===== src/hw/gpr_pkg.sv =====
`default_nettype none
package gpr_pkg;
  // Field widths of the 16-bit gray scale packet
  localparam int CMD_W    = 6;
  localparam int ADDR_W   = 10;
  localparam int LEN_W    = 10;
  localparam int PAR_W    = 4;
  localparam int SPARE_W  = 2;
  localparam int HDR_W    = 48;
  localparam int WORD_W   = 16;
  localparam int CHAN_N   = 12;
  localparam int IDX_W    = 4;
  // Command code of a 16-bit gray scale packet
  localparam logic [CMD_W-1:0] CMD_GRAY16 = 6'h3f;
  // Parity bit positions
  localparam int PAR_LEN  = 0;
  localparam int PAR_ADDR = 1;
  localparam int PAR_CMD  = 2;
  localparam int PAR_ALL  = 3;
  // Idle prefix length in link clock periods, system clock period
  localparam int PREFIX_CKI    = 172;
  localparam int SYS_PERIOD_NS = 8;
  // PWM counter layout: 64 segments of 1024 counts
  localparam int PWM_W    = 16;
  localparam int SEG_W    = 6;
  localparam int POS_W    = 10;
  localparam logic [WORD_W-1:0] DUTY_RST = 16'h0000;
  localparam logic [IDX_W-1:0]  TOP_CHAN = 4'hb;
  // Received header fields, first bit sent is the MSB
  typedef struct packed {
    logic [CMD_W-1:0]   cmd;
    logic [ADDR_W-1:0]  addr;
    logic [CMD_W-1:0]   cmd_copy;
    logic [LEN_W-1:0]   chain_len;
    logic [PAR_W-1:0]   par;
    logic [SPARE_W-1:0] spare_header_bits;
    logic [LEN_W-1:0]   chain_len_copy;
  } gpr_header_s;
  // One channel word on its way to the shadow store
  typedef struct packed {
    logic [IDX_W-1:0]  idx;
    logic [WORD_W-1:0] value;
  } gpr_word_s;
  // Receiver framing states
  typedef enum logic [1:0] {
    ST_WAIT  = 2'b00,
    ST_ARMED = 2'b01,
    ST_HEAD  = 2'b10,
    ST_DATA  = 2'b11
  } gpr_state_e;
endpackage
`default_nettype wire


===== src/hw/gpr_receiver.sv =====
`default_nettype none
// Word FIFO with honest full and empty flags
module gpr_fifo #(
  parameter int W     = 20,
  parameter int DEPTH = 8
) (
  input  wire logic         clk_sys_in,
  input  wire logic         nrst_in,
  input  wire logic         in_valid_in,
  output logic              in_ready_out,
  input  wire logic [W-1:0] in_data_in,
  output logic              out_valid_out,
  input  wire logic         out_ready_in,
  output logic [W-1:0]      out_data_out
);
  localparam int AW = $clog2(DEPTH);
  logic [W-1:0] mem [DEPTH];        // Storage array
  logic [AW:0]  wr_reg, wr_next;    // Write pointer with wrap bit
  logic [AW:0]  rd_reg, rd_next;    // Read pointer with wrap bit
  logic         full, empty;
  // Full when pointers differ only in wrap bit
  always_comb begin
    empty   = (wr_reg == rd_reg);
    full    = (wr_reg[AW-1:0] == rd_reg[AW-1:0]) && (wr_reg[AW] != rd_reg[AW]);
    wr_next = (in_valid_in && !full) ? wr_reg + 1'b1 : wr_reg;
    rd_next = (out_ready_in && !empty) ? rd_reg + 1'b1 : rd_reg;
  end
  assign in_ready_out  = !full;
  assign out_valid_out = !empty;
  assign out_data_out  = mem[rd_reg[AW-1:0]];
  // Pointer registers
  always_ff @(posedge clk_sys_in or negedge nrst_in) begin
    if (!nrst_in) begin
      wr_reg <= '0;
      rd_reg <= '0;
    end else begin
      wr_reg <= wr_next;
      rd_reg <= rd_next;
    end
  end
  // Storage write, no reset needed
  always_ff @(posedge clk_sys_in) begin
    if (in_valid_in && !full) begin
      mem[wr_reg[AW-1:0]] <= in_data_in;
    end
  end
endmodule

// Functional notes
// - 10-bit mode: on time is value over 1024
// - Sixteen-bit words, twelve per device
// - 48-bit header precedes all channel data
// - Command field must be all ones
// - Mismatched command copy discards packet
// - Chain length equals devices minus one
// - Any parity mismatch discards packet
// - Parity zero covers chain length field
// - Parity one covers address field
// - Parity two covers command field
// - Parity three covers parity bits two..zero
// - Spare header bits are ignored
// - Chain length repeated at header end
// - Highest third-group channel word comes first
// - Farthest device block first, nearest last
// - 16-bit on time split over 64 segments
module gpr_receiver
  import gpr_pkg::*;
#(
  parameter int CKI_PERIOD_NS = 80,
  parameter int FIFO_DEPTH    = 8
) (
  // Clock and reset
  input  wire logic              clk_sys_in,
  input  wire logic              nrst_in,
  // Serial link pins
  input  wire logic              serial_clock_in,
  input  wire logic              serial_data_in,
  // Configuration
  input  wire logic              gray10_mode_in,
  // Channel outputs, index 11 is third_group_top_output
  output logic [CHAN_N-1:0]      led_on_out,
  // Status
  output logic                   packet_ok_out,
  output logic                   header_err_out,
  output logic                   overflow_out,
  output logic [LEN_W-1:0]       chain_len_out
);
  // Least idle time rounds up to whole system cycles
  localparam int PREFIX_CYC =
    (PREFIX_CKI * CKI_PERIOD_NS + SYS_PERIOD_NS - 1) / SYS_PERIOD_NS;
  localparam int IC_W = $clog2(PREFIX_CYC + 1) + 1;
  localparam logic [IC_W-1:0] PREFIX_LIM = IC_W'(PREFIX_CYC);

  logic [2:0] ck_s;                 // Link clock synchroniser and history
  logic [1:0] dt_s;                 // Link data synchroniser
  logic [1:0] md_s;                 // Mode pin synchroniser
  logic       rise, fall;           // Link clock edges
  // Two flops before any logic, third flop for edge finding
  always_ff @(posedge clk_sys_in or negedge nrst_in) begin
    if (!nrst_in) begin
      ck_s <= '0;
      dt_s <= '0;
      md_s <= '0;
    end else begin
      ck_s <= {ck_s[1:0], serial_clock_in};
      dt_s <= {dt_s[0], serial_data_in};
      md_s <= {md_s[0], gray10_mode_in};
    end
  end
  assign rise = ck_s[1] & ~ck_s[2];
  assign fall = ~ck_s[1] & ck_s[2];

  gpr_state_e           state_reg, state_next;   // Framing state
  logic [IC_W-1:0]      idle_reg, idle_next;     // Idle cycle count
  logic [HDR_W-1:0]     shift_reg, shift_next;   // Incoming bits
  logic [5:0]           bit_reg, bit_next;       // Bit within header/word
  logic [IDX_W-1:0]     word_reg, word_next;     // Word within block
  logic [LEN_W-1:0]     blk_reg, blk_next;       // Block within packet
  logic [LEN_W-1:0]     len_reg, len_next;       // Accepted chain length
  logic                 ok_reg, ok_next;
  logic                 herr_reg, herr_next;
  logic                 ovf_reg, ovf_next;
  logic [HDR_W-1:0]     shifted;
  gpr_header_s          hdr;
  logic                 cmd_ok, copy_ok, len_ok, par_ok, hdr_last;
  logic [PAR_W-1:0]     par_exp;
  gpr_word_s            push_word;
  logic                 push, push_ready;

  // Header checks on the value including the bit now arriving
  always_comb begin
    shifted = {shift_reg[HDR_W-2:0], dt_s[1]};
    hdr     = gpr_header_s'(shifted);
    par_exp[PAR_LEN]  = ^hdr.chain_len;
    par_exp[PAR_ADDR] = ^hdr.addr;
    par_exp[PAR_CMD]  = ^hdr.cmd;
    par_exp[PAR_ALL]  = ^par_exp[PAR_CMD:PAR_LEN];
    cmd_ok  = (hdr.cmd == CMD_GRAY16);
    copy_ok = (hdr.cmd_copy == hdr.cmd);
    len_ok  = (hdr.chain_len_copy == hdr.chain_len);
    par_ok  = (hdr.par == par_exp);
    // Spare header bits take no part in any check
    hdr_last = (bit_reg == 6'(HDR_W - 1));
  end

  // Framing next-state logic
  always_comb begin
    state_next = state_reg;
    idle_next  = idle_reg;
    shift_next = shift_reg;
    bit_next   = bit_reg;
    word_next  = word_reg;
    blk_next   = blk_reg;
    len_next   = len_reg;
    ok_next    = 1'b0;
    herr_next  = 1'b0;
    ovf_next   = 1'b0;
    push       = 1'b0;
    push_word  = '{idx: TOP_CHAN - word_reg, value: shifted[WORD_W-1:0]};
    // Idle prefix: both lines low and no clock edge
    if (ck_s[1] || dt_s[1] || rise || fall) begin
      idle_next = '0;
    end else if (idle_reg != PREFIX_LIM) begin
      idle_next = idle_reg + 1'b1;
    end
    if (idle_next == PREFIX_LIM) begin
      // Prefix long enough: resync, abandon any packet
      state_next = ST_ARMED;
      bit_next   = '0;
    end else if (rise) begin
      case (state_reg)
        ST_ARMED: begin
          shift_next = shifted;
          bit_next   = 6'd1;
          state_next = ST_HEAD;
        end
        ST_HEAD: begin
          shift_next = shifted;
          bit_next   = bit_reg + 1'b1;
          if (hdr_last) begin
            bit_next = '0;
            if (cmd_ok && copy_ok && len_ok && par_ok) begin
              state_next = ST_DATA;
              len_next   = hdr.chain_len;
              word_next  = '0;
              blk_next   = '0;
            end else begin
              state_next = ST_WAIT;
              herr_next  = 1'b1;
            end
          end
        end
        ST_DATA: begin
          shift_next = shifted;
          bit_next   = bit_reg + 1'b1;
          if (bit_reg == 6'(WORD_W - 1)) begin
            bit_next  = '0;
            word_next = word_reg + 1'b1;
            // Only the last block belongs to this device
            if (blk_reg == len_reg) begin
              push     = 1'b1;
              ovf_next = !push_ready;
            end
            if (word_reg == IDX_W'(CHAN_N - 1)) begin
              word_next = '0;
              blk_next  = blk_reg + 1'b1;
              if (blk_reg == len_reg) begin
                state_next = ST_WAIT;
                ok_next    = 1'b1;
              end
            end
          end
        end
        default: begin
          state_next = ST_WAIT;
        end
      endcase
    end
  end

  // Framing registers
  always_ff @(posedge clk_sys_in or negedge nrst_in) begin
    if (!nrst_in) begin
      state_reg <= ST_WAIT;
      idle_reg  <= '0;
      shift_reg <= '0;
      bit_reg   <= '0;
      word_reg  <= '0;
      blk_reg   <= '0;
      len_reg   <= '0;
      ok_reg    <= 1'b0;
      herr_reg  <= 1'b0;
      ovf_reg   <= 1'b0;
    end else begin
      state_reg <= state_next;
      idle_reg  <= idle_next;
      shift_reg <= shift_next;
      bit_reg   <= bit_next;
      word_reg  <= word_next;
      blk_reg   <= blk_next;
      len_reg   <= len_next;
      ok_reg    <= ok_next;
      herr_reg  <= herr_next;
      ovf_reg   <= ovf_next;
    end
  end

  gpr_word_s pop_word;
  logic      pop_valid, pop_ready;
  // Word buffer between link and shadow store
  gpr_fifo #(
    .W     ($bits(gpr_word_s)),
    .DEPTH (FIFO_DEPTH)
  ) u_fifo (
    .clk_sys_in    (clk_sys_in),
    .nrst_in       (nrst_in),
    .in_valid_in   (push),
    .in_ready_out  (push_ready),
    .in_data_in    (push_word),
    .out_valid_out (pop_valid),
    .out_ready_in  (pop_ready),
    .out_data_out  (pop_word)
  );

  logic [WORD_W-1:0] shadow_reg [CHAN_N];  // Collected channel values
  logic [WORD_W-1:0] shadow_next [CHAN_N];
  logic [WORD_W-1:0] duty_reg [CHAN_N];    // Active duty values
  logic [WORD_W-1:0] duty_next [CHAN_N];
  logic [IDX_W-1:0]  scnt_reg, scnt_next;  // Words collected
  logic              pend_reg, pend_next;  // Full set awaiting commit
  logic [PWM_W-1:0]  pwm_reg, pwm_next;    // PWM count, one per cycle
  logic [CHAN_N-1:0] on_next;
  logic              wrap;
  // Drain stalls while a full set waits for the PWM boundary
  assign pop_ready = !pend_reg;
  always_comb begin
    shadow_next = shadow_reg;
    duty_next   = duty_reg;
    scnt_next   = scnt_reg;
    pend_next   = pend_reg;
    pwm_next    = pwm_reg + 1'b1;
    wrap = md_s[1] ? (&pwm_reg[POS_W-1:0]) : (&pwm_reg);
    if (pend_reg && wrap) begin
      duty_next = shadow_reg;
      pend_next = 1'b0;
    end else if (pop_valid && pop_ready) begin
      // Take a word only when the FIFO really lets it go
      shadow_next[pop_word.idx] = pop_word.value;
      scnt_next = (pop_word.idx == TOP_CHAN) ? IDX_W'(1) : scnt_reg + 1'b1;
      if (pop_word.idx == '0 && scnt_reg == IDX_W'(CHAN_N - 1)) begin
        pend_next = 1'b1;
      end
    end
    for (int c = 0; c < CHAN_N; c++) begin
      if (md_s[1]) begin
        // Conventional PWM on the low ten bits
        on_next[c] = pwm_reg[POS_W-1:0] < duty_reg[c][POS_W-1:0];
      end else begin
        // Coarse part each segment, one extra count in early segments
        on_next[c] = {1'b0, pwm_reg[POS_W-1:0]} <
                     ({1'b0, duty_reg[c][WORD_W-1:SEG_W]} +
                      (POS_W+1)'(pwm_reg[PWM_W-1:POS_W] <
                                 duty_reg[c][SEG_W-1:0]));
      end
    end
  end

  // Drain, duty and PWM registers
  always_ff @(posedge clk_sys_in or negedge nrst_in) begin
    if (!nrst_in) begin
      for (int c = 0; c < CHAN_N; c++) begin
        shadow_reg[c] <= DUTY_RST;
        duty_reg[c]   <= DUTY_RST;
      end
      scnt_reg   <= '0;
      pend_reg   <= 1'b0;
      pwm_reg    <= '0;
      led_on_out <= '0;
    end else begin
      shadow_reg <= shadow_next;
      duty_reg   <= duty_next;
      scnt_reg   <= scnt_next;
      pend_reg   <= pend_next;
      pwm_reg    <= pwm_next;
      led_on_out <= on_next;
    end
  end
  assign packet_ok_out  = ok_reg;
  assign header_err_out = herr_reg;
  assign overflow_out   = ovf_reg;
  assign chain_len_out  = len_reg;
endmodule
`default_nettype wire


===== config.mk =====
export PLATFORM = sky130hd
export DESIGN_NAME = gpr_receiver
export DESIGN_NICKNAME = d
export VERILOG_FILES = /design/src/hw/gpr_pkg.sv /design/src/hw/gpr_receiver.sv
export SDC_FILE = /design/constraint.sdc
export NUM_CORES = 1
export LEC_CHECK = 0
export BUFFER_PORTS_ARGS = -buffer_cell sky130_fd_sc_hd__buf_2
export CORE_MARGIN = 2
export CORE_UTILIZATION = 35
export CTS_CLUSTER_DIAMETER = 120
export DETAILED_ROUTE_END_ITERATION = 10
export PLACE_DENSITY_LB_ADDON = 0.2
export SYNTH_ARGS = -nofsm -noshare
export SYNTH_HDL_FRONTEND = slang
export SYNTH_SLANG_ARGS = --single-unit

===== constraint.sdc =====
create_clock -name clk_sys_in -period 11.2 [get_ports clk_sys_in]
set_input_delay 2.24 -clock clk_sys_in [delete_from_list [all_inputs] [get_ports clk_sys_in]]
set_output_delay 2.24 -clock clk_sys_in [all_outputs]
set_load 0.01 [all_outputs]

==> metrics.cfg <==
[outcome]
run_status=finished, final reports clean

[sta]
slew_viol_final=0
finClkSkew_ps=27.4
tightest_slew_ps=1250
worst_slack_ps=6770
slew-limit-headroom_pct=16.7
period_needed_ps=4430
fin_setup_tns_ps=0
hold_viol_final=0
rsz0062_at_grt=false
fmax_ghz=0.226
timing.final.crit_share_pct=39.6
setup_viol=0

[clocking]
h-tree-depth=3
clockBufferDepth=3
cts_buffers=79
cts_setup_buffers=0
hold_buffers=0
clk_root_buffer_cell=clkbuf_16
cts_tree=done
post_cts_resized=0
clkLatencyLatePin_ps=640
clk_pin_slew_ps=60
cts_sinks=686

[critical_path]
cp.required_ps=11720
crit_top_cell=a21o_1
critPathArrivalTime_ps=4950
r2r-end=led_on_out[1]
end_kind=flop
path_class=flop to flop
critical_path_depth=19
slowest_stage=dfrtp_1
cp-startpoint=pwm_reg[11]
cp_max_fo=16
crit_buf_inv=1
reg2reg_from=pwm_reg[11]
cpPeakStageDelay_ps=900
endpoint=led_on_out[1]
cp_cell_sequence=ha_1 > a21boi_0 > o21ai_0 > a21boi_0 > o21ai_0 > nand2b_1 > a21oi_1 > ha_1 > ha_1 > inv_1 > ha_1 > a21o_1 > a21o_1 > a21o_1 > a21o_1 > a21o_1 > a211oi_1 > nor4_1 > a211oi_1
ff2ff_setup_slack_ps=6770
cp_top_family=compound AO/OA/AOI/OAI gates
reg2reg_depth=19
setup.worst_path.start_class=flop

[min_path]
holdCritStartpoint=dt_s[0]
holdCritPathClass=flop to flop

[detailed_routing]
wirelength_um=83200
dr.pass1.iters=5
num_vias=21900
vias_per_cell=5.07
drc=0
drt_iter0_markers=1120
detail-route-antenna-nets=0
routedWlPerCell_um=19.2

[final_layout]
synthToLayoutAreaGrowth_pct=13.0
drive_gt1_share_pct=17.3
diodes=0
final_common_cell=dfrtp_1
filler_cell_count=9293
final_nets=3296
most-common-layout-cells=dfrtp_1, ha_1, mux2_2

[yosys]
synth_area_mm2=0.0348
ys.flop_type=dfrtp_1
synthesis.nets=3253
yosysTopAreaCell=dfrtp_1
synth_seq_cells=686
synthCells=2931
synth_top_area_share_pct=37.8
synth-edff-count=160
yosysUniqueCellTypes=63
avgSynthCellArea_um2=11.9
async_reset_ff_share_pct=76.7
seq_area_frac_synth_pct=51.6
ys_warn_count=0
yosys-top-cells-area=dfrtp_1, edfxtp_1, ha_1

[power]
power_density_mw_per_mm2=143
ir_worst_vdd_mv=0.137
p_leak_nw=17.3

[global_routing]
grt_overflow=0
grt_pass1_wl_um=133000
use_met2_pct=28.7
antenna_found_initial=3
met1_usage_pct=21.6
grt-busiest-layer=met2
grt_pass1_vias=23000
grt_max_degree=167
grtUsageTotal_pct=16.7
grt_use_met3_pct=2.65

[die]
fp.coreArea_mm2=0.0986
dieArea_mm2=0.102
rows=115
initial_core_util_pct=35.3
die_w_um=320
io_pins=30
chipHeight_um=320

[place]
place_ws_ps=6760
gp_congestion=0.799
dp_hpwl_um=50400
portBuffers=29

[job]
maxCapViolCount=0

==> logic make-up (layout without fill, tap and decap cells) <==
group           count (synthesis)  in the layout  synth area share [%]
buf+inv                       264            372                  2.87
mux                           319            319                  11.6
flops                         686            686                  51.6
compound gates                541            541                  9.60
simple gates                  623            623                  8.41
xor+xnor                      181            181                  4.61
fa+ha+maj                     317            317                  11.4
==> worst min-delay path by stage <==
| stage | to | slack (ps) | depth (start not counted) |
|---|---|---|---|
| after floorplan | ck_s[1] | 330 | 0 |
| after global placement | dt_s[1] | 350 | 0 |
| after detailed placement | dt_s[1] | 340 | 0 |
| after CTS | dt_s[1] | 360 | 0 |
| after global routing | ck_s[1] | 370 | 0 |
| final | dt_s[1] | 350 | 0 |
==> worst reg2reg max path: cells and delay by family, from the launching register on <==
| family | cells | cell delay, ps |
|---|---|---|
| adders and majority gates | 4 | 1100 |
| DFF | 1 | 900 |
| buffers and inverters | 1 | 60 |
| and+or+nand+nor | 2 | 170 |
| AOI/OAI and AO/OA | 12 | 2100 |
==> power breakdown <==
part | leakage, nW | switching [mW] | internal (mW)
clock | 1.26 | 1.07 | 1.51
combinational | 7.29 | 0.154 | 0.106
sequential | 8.78 | 0.107 | 2.69
total | 17.3 | 1.33 | 4.30
==> through the flow <==
| stage | cell area, um2 | hold WS (ps) | util [%] | power [mW] | instances |
|---|---|---|---|---|---|
| 6_report | 39400 | 355 | 39.9 | 5.63 | 4326 |
| 5_1_grt | 39400 | 366 | 39.9 | 5.86 | 4326 |
| 4_1_cts | 39400 | 363 | 39.9 | 5.71 | 4326 |
| 3_5_place_dp | 36800 | 343 | 37.3 | 3.10 | 4180 |
| 3_3_place_gp | 36800 | 349 | 37.3 | 3.08 | 4180 |
| 2_1_floorplan | 34800 | 331 | - | 2.98 | 2931 |
==> synth_stat cells, types with 4 or more instances <==
| cell | count |
|---|---|
| nor2b_1 | 28 |
| nor3_1 | 17 |
| mux2i_1 | 25 |
| clkbuf_1 | 105 |
| mux4_2 | 40 |
| a21oi_1 | 227 |
| nand2b_1 | 48 |
| buf_1 | 4 |
| o21bai_1 | 9 |
| xnor2_1 | 89 |
| buf_2 | 6 |
| dfrtp_1 | 526 |
| a211o_1 | 9 |
| a21boi_0 | 19 |
| nand2_1 | 106 |
| nand3_1 | 90 |
| o21a_1 | 22 |
| nor4_1 | 7 |
| inv_1 | 149 |
| or2_2 | 5 |
| o22ai_1 | 10 |
| a311o_1 | 5 |
| edfxtp_1 | 160 |
| nor2_1 | 250 |
| xor2_1 | 90 |
| and2_1 | 4 |
| a211oi_1 | 7 |
| a2111oi_0 | 16 |
| o21ai_1 | 13 |
| a21o_1 | 109 |
| and4_1 | 5 |
| nor3b_1 | 7 |
| mux2_1 | 10 |
| mux2_2 | 242 |
| o21ai_0 | 80 |
| nand4_1 | 18 |
| ha_1 | 317 |
| and3_1 | 22 |
==> final cells by class <==
type                            instances  area, um2  area share, %
Clock buffer                          104       2150           5.47
Clock inverter                         42        438           1.11
Inverter                              149        559           1.42
Multi-Input combinational cell       1981      16100           40.8
Sequential cell                       686      18000           45.7
Tap cell                             1287       1610           4.09
Timing Repair Buffer                   77        553           1.41
==> per-layer routing <==
metal  share of wire, %  vias to the layer above  routed length [um]
met3                3.2                      132                2640
met2                 49                      280               40700
met4                2.8                        0                2310
met5                  0                        -                   0
met1                 45                    11000               37600
li1                   -                    10500                   -
Power figures use the tool's default switching activity.
